<file path="src/rtl/mwd_pkg.sv">
`default_nettype none
package mwd_pkg;
  // ==========================================================
  // microword field positions (vector index, bit 15 is msb)
  localparam int FUNC_HI      = 15;
  localparam int FUNC_LO      = 12;
  localparam int SUB0_POS     = 11;
  localparam int SUB1_POS     = 10;
  localparam int MOD_A_POS    = 9;
  localparam int MOD_B_POS    = 8;
  localparam int PAR_POS      = 7;
  localparam int UNUSED_HI    = 6;
  localparam int UNUSED_LO    = 5;
  localparam int SUB2_POS     = 4;
  localparam int XREG_HI      = 4;
  localparam int XPOS_HI      = 3;
  // ==========================================================
  // formats presented on fmt_sel
  localparam logic [1:0] FMT_NONE = 2'h0;
  localparam logic [1:0] FMT_REG  = 2'h1;
  localparam logic [1:0] FMT_SKIP = 2'h2;
  localparam logic [1:0] FMT_IMM  = 2'h3;
  // ==========================================================
  // register file groups
  localparam logic [1:0] GRP_BASIC = 2'h0;
  localparam logic [1:0] GRP_ONE   = 2'h1;
  localparam logic [1:0] GRP_TWO   = 2'h2;
  localparam logic [1:0] GRP_THREE = 2'h3;
  // ==========================================================
  // register map and fields
  localparam logic [7:0]  ADDR_CTRL   = 8'h00;
  localparam logic [7:0]  ADDR_STATUS = 8'h04;
  localparam logic [7:0]  ADDR_HOLD   = 8'h08;
  localparam logic [7:0]  ADDR_DECODE = 8'h0C;
  localparam int          CTRL_EN_BIT  = 0;
  localparam int          CTRL_PAR_BIT = 1;
  localparam int          ST_PAR_BIT   = 0;
  localparam int          ST_RSV_BIT   = 1;
  localparam int          ST_VLD_BIT   = 2;
  localparam logic        CTRL_EN_RST  = 1'b1;
  localparam logic        CTRL_PAR_RST = 1'b1;
  localparam logic [15:0] HOLD_RST     = 16'h0000;
  localparam logic [1:0]  RESP_OKAY    = 2'h0;
  localparam logic [1:0]  RESP_SLVERR  = 2'h2;
  localparam logic [15:0] MSB_MASK     = 16'h8000;
  localparam logic [7:0]  MSB_BYTE     = 8'h80;
endpackage : mwd_pkg
`default_nettype wire

</file>
<file path="src/rtl/microword_format_decoder.sv">
`timescale 1ns/10ps
`default_nettype none
module microword_format_decoder
  import mwd_pkg::*;
(
  input  wire logic        aclk,
  input  wire logic        aresetn,
  input  wire logic [15:0] cs_word,
  input  wire logic        cs_valid,
  input  wire logic [1:0]  fmt_sel,
  input  wire logic [15:0] modifier_reg,
  input  wire logic [2:0]  proc_state,
  input  wire logic        bcm_mode,
  input  wire logic [4:0]  bcm_reg_num,
  output logic             word_valid,
  output logic [3:0]       func_code,
  output logic [2:0]       subfunc,
  output logic [4:0]       reg_num,
  output logic [1:0]       rf_group,
  output logic [3:0]       bit_pos,
  output logic [15:0]      au_bit_sel,
  output logic [15:0]      bu_mask,
  output logic             parity_err,
  output logic             reserved_err,
  input  wire logic [7:0]  s_axi_awaddr,
  input  wire logic        s_axi_awvalid,
  output logic             s_axi_awready,
  input  wire logic [31:0] s_axi_wdata,
  input  wire logic [3:0]  s_axi_wstrb,
  input  wire logic        s_axi_wvalid,
  output logic             s_axi_wready,
  output logic [1:0]       s_axi_bresp,
  output logic             s_axi_bvalid,
  input  wire logic        s_axi_bready,
  input  wire logic [7:0]  s_axi_araddr,
  input  wire logic        s_axi_arvalid,
  output logic             s_axi_arready,
  output logic [31:0]      s_axi_rdata,
  output logic [1:0]       s_axi_rresp,
  output logic             s_axi_rvalid,
  input  wire logic        s_axi_rready
);

  // ==========================================================
  // state
  typedef struct packed {
    logic [15:0] hold_a;
    logic [15:0] hold_b;
    logic        hold_vld;
    logic        fresh;
    logic        dec_en;
    logic        par_en;
    logic        par_err;
    logic        rsv_err;
    logic        aw_got;
    logic [7:0]  aw_addr;
    logic        w_got;
    logic [31:0] wdata;
    logic [3:0]  wstrb;
    logic        bvalid;
    logic [1:0]  bresp;
    logic        rvalid;
    logic [31:0] rdata;
    logic [1:0]  rresp;
  } state_t;

  state_t st_r;
  state_t st_nxt;

  // ==========================================================
  // field decode of the held word
  logic        mod_a;
  logic        mod_b;
  logic [4:0]  x_reg;
  logic [3:0]  x_pos;
  logic [4:0]  num_mod;
  logic [3:0]  pos_mod;
  logic [7:0]  state_bit;
  logic        par_ok;
  logic        rsv_bad;

  assign mod_a     = st_r.hold_a[MOD_A_POS];
  assign mod_b     = st_r.hold_a[MOD_B_POS];
  assign x_reg     = st_r.hold_a[XREG_HI:0];
  assign x_pos     = st_r.hold_a[XPOS_HI:0];
  assign state_bit = MSB_BYTE >> proc_state;
  assign par_ok    = ^st_r.hold_b;
  assign rsv_bad   = |st_r.hold_b[UNUSED_HI:UNUSED_LO];

  always_comb begin
    num_mod = x_reg;
    if (mod_a && !mod_b) begin
      num_mod = x_reg | {2'h0, modifier_reg[6:4]};
    end else if (!mod_a && mod_b) begin
      num_mod = x_reg | {2'h0, modifier_reg[2:0]};
    end
    pos_mod = x_pos;
    if (mod_a && !mod_b) begin
      pos_mod = x_pos | modifier_reg[7:4];
    end else if (!mod_a && mod_b) begin
      pos_mod = x_pos | modifier_reg[3:0];
    end else if (mod_a && mod_b) begin
      pos_mod = x_pos | modifier_reg[7:4] | modifier_reg[3:0];
    end
  end

  always_comb begin
    func_code  = st_r.hold_a[FUNC_HI:FUNC_LO];
    subfunc    = {st_r.hold_a[SUB0_POS], st_r.hold_a[SUB1_POS], 1'b0};
    reg_num    = 5'h00;
    rf_group   = GRP_BASIC;
    bit_pos    = 4'h0;
    au_bit_sel = 16'h0000;
    bu_mask    = 16'h0000;
    case (fmt_sel)
      FMT_REG: begin
        if (bcm_mode) begin
          reg_num = bcm_reg_num;
        end else begin
          reg_num = num_mod;
          if (mod_a && mod_b) begin
            if (x_reg[4]) begin
              rf_group = GRP_THREE;
            end else if (|x_reg[3:1]) begin
              rf_group = GRP_TWO;
            end else begin
              rf_group = GRP_ONE;
            end
          end
        end
      end
      FMT_SKIP: begin
        subfunc    = {st_r.hold_a[SUB0_POS], st_r.hold_a[SUB1_POS],
                      st_r.hold_a[SUB2_POS]};
        bit_pos    = pos_mod;
        au_bit_sel = MSB_MASK >> pos_mod;
      end
      FMT_IMM: begin
        // bit 4 deliberately unused here
        if (mod_a && mod_b) begin
          bit_pos = {1'b0, proc_state};
          bu_mask = {state_bit, state_bit};
        end else begin
          bit_pos = pos_mod;
          bu_mask = MSB_MASK >> pos_mod;
        end
      end
      default: begin
        reg_num = 5'h00;
      end
    endcase
  end

  // ==========================================================
  // bus write and read decode
  logic        do_write;
  logic        do_read;
  logic        wr_ctrl;
  logic        wr_status;
  logic        wr_known;
  logic [31:0] rd_val;
  logic        rd_known;

  assign s_axi_awready = !st_r.aw_got && !st_r.bvalid;
  assign s_axi_wready  = !st_r.w_got && !st_r.bvalid;
  assign s_axi_arready = !st_r.rvalid;
  assign do_write      = st_r.aw_got && st_r.w_got && !st_r.bvalid;
  assign do_read       = s_axi_arvalid && s_axi_arready;
  assign wr_ctrl       = do_write && st_r.aw_addr == ADDR_CTRL
                         && st_r.wstrb[0];
  assign wr_status     = do_write && st_r.aw_addr == ADDR_STATUS
                         && st_r.wstrb[0];
  assign wr_known      = st_r.aw_addr == ADDR_CTRL
                         || st_r.aw_addr == ADDR_STATUS
                         || st_r.aw_addr == ADDR_HOLD
                         || st_r.aw_addr == ADDR_DECODE;

  always_comb begin
    rd_val   = 32'h0000_0000;
    rd_known = 1'b1;
    case (s_axi_araddr)
      ADDR_CTRL: begin
        rd_val[CTRL_EN_BIT]  = st_r.dec_en;
        rd_val[CTRL_PAR_BIT] = st_r.par_en;
      end
      ADDR_STATUS: begin
        rd_val[ST_PAR_BIT] = st_r.par_err;
        rd_val[ST_RSV_BIT] = st_r.rsv_err;
        rd_val[ST_VLD_BIT] = st_r.hold_vld;
      end
      ADDR_HOLD: begin
        rd_val = {st_r.hold_b, st_r.hold_a};
      end
      ADDR_DECODE: begin
        rd_val = {16'h0000, func_code, bit_pos, 1'b0, rf_group, reg_num};
      end
      default: begin
        rd_known = 1'b0;
      end
    endcase
  end

  // ==========================================================
  // next state
  always_comb begin
    st_nxt       = st_r;
    st_nxt.fresh = 1'b0;
    if (cs_valid && st_r.dec_en) begin
      st_nxt.hold_a   = cs_word;
      st_nxt.hold_b   = cs_word;
      st_nxt.hold_vld = 1'b1;
      st_nxt.fresh    = 1'b1;
    end
    if (wr_status && st_r.wdata[ST_PAR_BIT]) begin
      st_nxt.par_err = 1'b0;
    end
    if (wr_status && st_r.wdata[ST_RSV_BIT]) begin
      st_nxt.rsv_err = 1'b0;
    end
    if (st_r.fresh && st_r.par_en && !par_ok) begin
      st_nxt.par_err = 1'b1;
    end
    if (st_r.fresh && rsv_bad) begin
      st_nxt.rsv_err = 1'b1;
    end
    if (wr_ctrl) begin
      st_nxt.dec_en = st_r.wdata[CTRL_EN_BIT];
      st_nxt.par_en = st_r.wdata[CTRL_PAR_BIT];
    end
    if (s_axi_awvalid && s_axi_awready) begin
      st_nxt.aw_got  = 1'b1;
      st_nxt.aw_addr = s_axi_awaddr;
    end
    if (s_axi_wvalid && s_axi_wready) begin
      st_nxt.w_got = 1'b1;
      st_nxt.wdata = s_axi_wdata;
      st_nxt.wstrb = s_axi_wstrb;
    end
    if (do_write) begin
      st_nxt.bvalid = 1'b1;
      st_nxt.bresp  = wr_known ? RESP_OKAY : RESP_SLVERR;
      st_nxt.aw_got = 1'b0;
      st_nxt.w_got  = 1'b0;
    end
    if (st_r.bvalid && s_axi_bready) begin
      st_nxt.bvalid = 1'b0;
    end
    if (do_read) begin
      st_nxt.rvalid = 1'b1;
      st_nxt.rdata  = rd_val;
      st_nxt.rresp  = rd_known ? RESP_OKAY : RESP_SLVERR;
    end else if (st_r.rvalid && s_axi_rready) begin
      st_nxt.rvalid = 1'b0;
    end
  end

  always_ff @(posedge aclk) begin
    if (!aresetn) begin
      st_r          <= '0;
      st_r.hold_a   <= HOLD_RST;
      st_r.hold_b   <= HOLD_RST;
      st_r.dec_en   <= CTRL_EN_RST;
      st_r.par_en   <= CTRL_PAR_RST;
    end else begin
      st_r <= st_nxt;
    end
  end

  // ==========================================================
  // outputs
  assign word_valid   = st_r.hold_vld;
  assign parity_err   = st_r.par_err;
  assign reserved_err = st_r.rsv_err;
  assign s_axi_bvalid = st_r.bvalid;
  assign s_axi_bresp  = st_r.bresp;
  assign s_axi_rvalid = st_r.rvalid;
  assign s_axi_rdata  = st_r.rdata;
  assign s_axi_rresp  = st_r.rresp;
endmodule : microword_format_decoder
`default_nettype wire

</file>
<file path="config.mk">
export PLATFORM = sky130hd
export DESIGN_NAME = microword_format_decoder
export DESIGN_NICKNAME = d
export VERILOG_FILES = /design/src/rtl/mwd_pkg.sv /design/src/rtl/microword_format_decoder.sv
export SDC_FILE = /design/constraint.sdc
export NUM_CORES = 1
export LEC_CHECK = 0
export ABC_AREA = 1
export BUFFER_PORTS_ARGS = -buffer_cell sky130_fd_sc_hd__buf_2
export CAP_MARGIN = 20
export CORE_ASPECT_RATIO = 1.25
export CORE_UTILIZATION = 47
export CTS_CLUSTER_DIAMETER = 50
export CTS_CLUSTER_SIZE = 28
export DETAILED_ROUTE_END_ITERATION = 10
export PLACE_DENSITY = 0.81
export SLEW_MARGIN = 20
export SYNTH_ARGS = -nofsm -noshare
export SYNTH_HDL_FRONTEND = slang
export SYNTH_SLANG_ARGS = --single-unit
</file>
<file path="constraint.sdc">
create_clock -name aclk -period 2 [get_ports aclk]
set_input_delay 0.2 -clock aclk [delete_from_list [all_inputs] [get_ports aclk]]
set_output_delay 0.2 -clock aclk [all_outputs]
set_load 0.005 [all_outputs]
</file>
# == Word-level counts from Yosys, hierarchy flattened ==
# Index checks and enable logic that the tools add are counted.
# Widths: inputs -> output; s select.
# totals
reg_bits,73
latchBits,0
ram_bits,0
romBits,0
in_bits,103
elab_cells,108
mem_count,0
# op_classes
add_sub_neg,0
multipliers,0
n_div,0
magnitude_cmp,0
n_eq_ne,9
n_shift,2
n_mux,31
n_bitwise,6
reduce_logical,43
# ops
cell,n
$pmux 29 s2,1
$mux 16,3
$eq 8x4->1 const B,4
$logic_and 1x1->1,22
$mux 5,4
$eq 8x3->1 const B,2
$logic_not 8->1,2
$mux 4,4
$reduce_xor 16->1,1
$shr 16x4->16 const A,1
$mux 2,7
$or 4x4->4,3
$or 5x3->5,2
$mux 1,9
$pmux 2 s4,1
$pmux 4 s2,1
$shr 8x3->8 const A,1
$logic_not 1->1,7
$reduce_bool 2->1,3
$reduce_or 2->1,3
$eq 2x2->1 const B,2
$reduce_or 4->1,1
$logic_or 1x1->1,3
$pmux 1 s3,1
other kinds (3),3

# == Depth between registers and ports, before layout ==
# depth
depth_word,8
depth_mapped,11
ltp_nobuf,11

# == Least setup slack after synthesis ==
# No wires, ideal clock.
# synth_timing
path_kind,register to output
start,register st_r[99] (netlist name)
end,output bu_mask[2]
t_arrival_ns,1.526
path_slack_ns,0.274
stages_incl_launch_ff,10
n_path_buf,0
path_cell_list,dfxtp_1 > inv_1 > ha_1 > inv_1 > nand2_1 > a21boi_0 > nor3_4 > inv_2 > nand3_1 > a21oi_1
# synth_lines
item,line_no,text
end: declaration,microword_format_decoder.sv:22,"output logic [15:0] bu_mask,"

==> impl_metrics.env <==
export IMPL_start_util_pct=48.9
export IMPL_io_pins=197
export IMPL_drc=0
export IMPL_clockRootBuffer="clkbuf_8"
export IMPL_worst_setup_path_type="reg2out"
export IMPL_cts_tree="done"
export IMPL_drv_slew=0
export IMPL_p_total_w=0.00351
export IMPL_synth_distinct_cells=33
export IMPL_cp_data_arrival_time_ns=2.03
export IMPL_ys_ff_latch=70
export IMPL_dp_final_hpwl_mm=8.88
export IMPL_num_rows=37
export IMPL_ant_nets=0
export IMPL_p_int_w=0.00237
export IMPL_power_density_nw_per_um2=676
export IMPL_clk_latency_ns=0.35
export IMPL_firstDrtPassIters=4
export IMPL_fin_ws_ns=-0.233
export IMPL_skew_ns=0.0109
export IMPL_syn_area_um2=4050
export IMPL_max_vdd_ir_drop_mv=0.536
export IMPL_grt_overflow=0
export IMPL_htree_levels=3
export IMPL_end_kind="primary output"
export IMPL_dr_first_iter_drc_count=212
export IMPL_grt_pass1_vias=4137
export IMPL_io_buffers=153
export IMPL_wl_mm=11.9
export IMPL_setup_violations=34
export IMPL_antenna_found_initial=0
export IMPL_cp_required_ns=1.80
export IMPL_fp_coreArea_um2=8290
export IMPL_outcome="finished, violations left"
export IMPL_path_cells="inv_4 > ha_4 > inv_2 > nand2_4 > o21ai_4 > o21bai_4 > buf_4 > nor2_4 > nand3_1 > a21oi_1 > buf_2"
export IMPL_pwr_share_clk_pct=32.7
export IMPL_violations="setup timing"
export IMPL_whs_ns=0.0338
export IMPL_final_util_pct=62.7
export IMPL_p_leak_nw=2.58
export IMPL_pwr_share_seq_pct=43.4
export IMPL_slowest_delay_ns=0.40
export IMPL_cts_buffer_depth=2
export IMPL_rsz0062_at_grt="true"
export IMPL_switching_share_pct=32.5
export IMPL_p_sw_w=0.00114
export IMPL_cts_sinks=70
export IMPL_gp_congestion=1.00
export IMPL_start_kind="flip-flop"
export IMPL_avgViaCountPerCell=5.29
export IMPL_die_area_um2=8990
export IMPL_p_comb_share_pct=23.9
export IMPL_yosysSeqAreaShare_pct=34.6
export IMPL_grt_pass1_wl_mm=18.7
export IMPL_yosys_warnings=0
export IMPL_path_clk_slew_ns=0.07
export IMPL_netlist_instances=634
export IMPL_fmax_mhz=448
export IMPL_cap_violations=0
export IMPL_grt_max_degree=39
export IMPL_n_antenna_cell=0
export IMPL_critPathSlowestCell="dfxtp_4"
export IMPL_post_route_period_util_pct=112
export IMPL_hold_path_class="in2reg"
export IMPL_min_period_ns=2.23
export IMPL_critical_path_peak_fanout=5
export IMPL_chipHeight_um=106
export IMPL_cts_buffers=9
export IMPL_grtUsageTotal_pct=26.0
export IMPL_dp_worst_setup_slack_ns=-0.0557
export IMPL_drive_gt1_share_pct=34.2
export IMPL_num_vias=4549
export IMPL_syn_area_per_cell_um2=6.39
export IMPL_num_nets_final=864
export IMPL_die_w_um=85.0
export IMPL_synthToLayoutAreaGrowth_pct=28.4
export IMPL_hold_violations=0
export IMPL_wl_per_cell_um=13.9
-- placed cells by master, fill, tap and decap left out, drive strengths merged --
| cell | netlist | final |
|---|---|---|
| a21boi | 2 | 2 |
| dfxtp | 70 | 70 |
| clkinv | 2 | 4 |
| nand3 | 40 | 40 |
| nand2 | 164 | 164 |
| a21oi | 79 | 79 |
| inv | 57 | 58 |
| bufinv | 0 | 1 |
| conb | 1 | 2 |
| nand4 | 1 | 1 |
| o211a | 1 | 1 |
| clkinvlp | 0 | 2 |
| o21ai | 49 | 49 |
| o21a | 1 | 1 |
| a31oi | 4 | 4 |
| ha | 3 | 3 |
| o21bai | 1 | 1 |
| nor2 | 75 | 75 |
| nor3 | 10 | 10 |
| or2 | 3 | 3 |
| clkbuf | 13 | 10 |
| o211ai | 3 | 3 |
| a211oi | 3 | 3 |
| and3 | 2 | 2 |
| buf | 49 | 174 |
| nor3b | 1 | 1 |
-- sequential cells by signal, indices dropped and copies added, names as in the netlist --
| name | flops |
|---|---|
| word_valid | 1 |
| s_axi_bvalid | 1 |
| s_axi_rdata | 31 |
| parity_err | 1 |
| reserved_err | 1 |
| s_axi_rresp | 1 |
| s_axi_bresp | 1 |
| st_r | 32 |
| s_axi_rvalid | 1 |
-- cell families (layout without fill, tap and decap cells) --
family / count (synthesis) / in the layout / share of synthesized area [%]
adders and majority gates: 3 / 3 / 0.927
AOI/OAI and AO/OA: 143 / 143 / 18.8
buffers and inverters: 121 / 249 / 15.4
other: 1 / 2 / 0.0926
and+or+nand+nor: 296 / 296 / 30.2
DFF: 70 / 70 / 34.6
-- power by group through the flow --
stage                     Clock, W  Combinational, W  Sequential, W
final                      0.00115          0.000839        0.00153
after global routing       0.00124          0.000933        0.00154
after CTS                  0.00116          0.000736        0.00153
after detailed placement         0          0.000693        0.00155
after global placement           0          0.000671        0.00155
after floorplan                  0          0.000466        0.00154
-- per-layer routing --
metal / track usage [%] / vias to the layer above / share of wire (%)
met2: 48.4 / 186 / 52
met1: 27.8 / 2066 / 38
li1: - / 2262 / -
met5: 0 / - / 0
met4: 9.93 / 0 / 2.8
met3: 6.42 / 35 / 6.8
-- synth_stat cells (all sizes together) --
master / number / area [um^2]
nand2: 164 / 621
or2: 3 / 18.8
a21oi: 79 / 395
nor3: 10 / 61.3
inv: 57 / 214
o21a: 1 / 7.51
clkbuf: 13 / 48.8
clkinv: 2 / 7.51
nor2: 75 / 294
o211a: 1 / 10.0
o21ai: 49 / 245
o21bai: 1 / 18.8
nor3b: 1 / 7.51
ha: 3 / 37.5
o211ai: 3 / 22.5
a31oi: 4 / 25.0
nand4: 1 / 6.26
a211oi: 3 / 22.5
conb: 1 / 3.75
buf: 49 / 354
and3: 2 / 12.5
a21boi: 2 / 15.0
dfxtp: 70 / 1400
nand3: 40 / 200
-- worst paths after layout --
check                                    start        endpoint  slack (ns)  depth (start not counted)
worst min register to register  s_axi_rdata[0]  s_axi_rdata[0]        0.47                          2
worst min-delay path              s_axi_bready    s_axi_bvalid        0.03                          2
worst max-delay path                  st_r[99]      bu_mask[4]       -0.23                         11
worst max register to register        st_r[99]  s_axi_rdata[8]        0.33                         12
-- per-stage QoR --
stage          cells  area (um^2)  setup TNS (ns)
5_1_grt          860         5200           -9.14
6_report         860         5200           -5.28
3_3_place_gp     838         4650               0
4_1_cts          857         4980           -4.29
2_1_floorplan    635         4050               0
3_5_place_dp     838         4650          -0.193
-- area by class of cell --
cell class / instances / area (um^2)
clock buffer: 10 / 128
clock inverter: 6 / 71.3
fill: 771 / 3090
inverter: 59 / 241
multi-input combinational: 444 / 2290
sequential: 70 / 1410
tap: 97 / 121
timing repair buffer: 174 / 938
-- worst max-delay path: cells and delay by family (launching register included) --
family | cells | cell delay (ns)
compound gates | 3 | 0.40
fa+ha+maj | 1 | 0.17
buf+inv | 4 | 0.42
flops | 1 | 0.40
simple gates | 3 | 0.31
-- what timing repair did --
action,CTS,global route
setup endpoints to repair,38,39
resized for setup,36,53
pin swaps,4,21
buffers inserted,3,3
hold buffers,0,0
No activity file was read; power rests on OpenSTA's default activity.
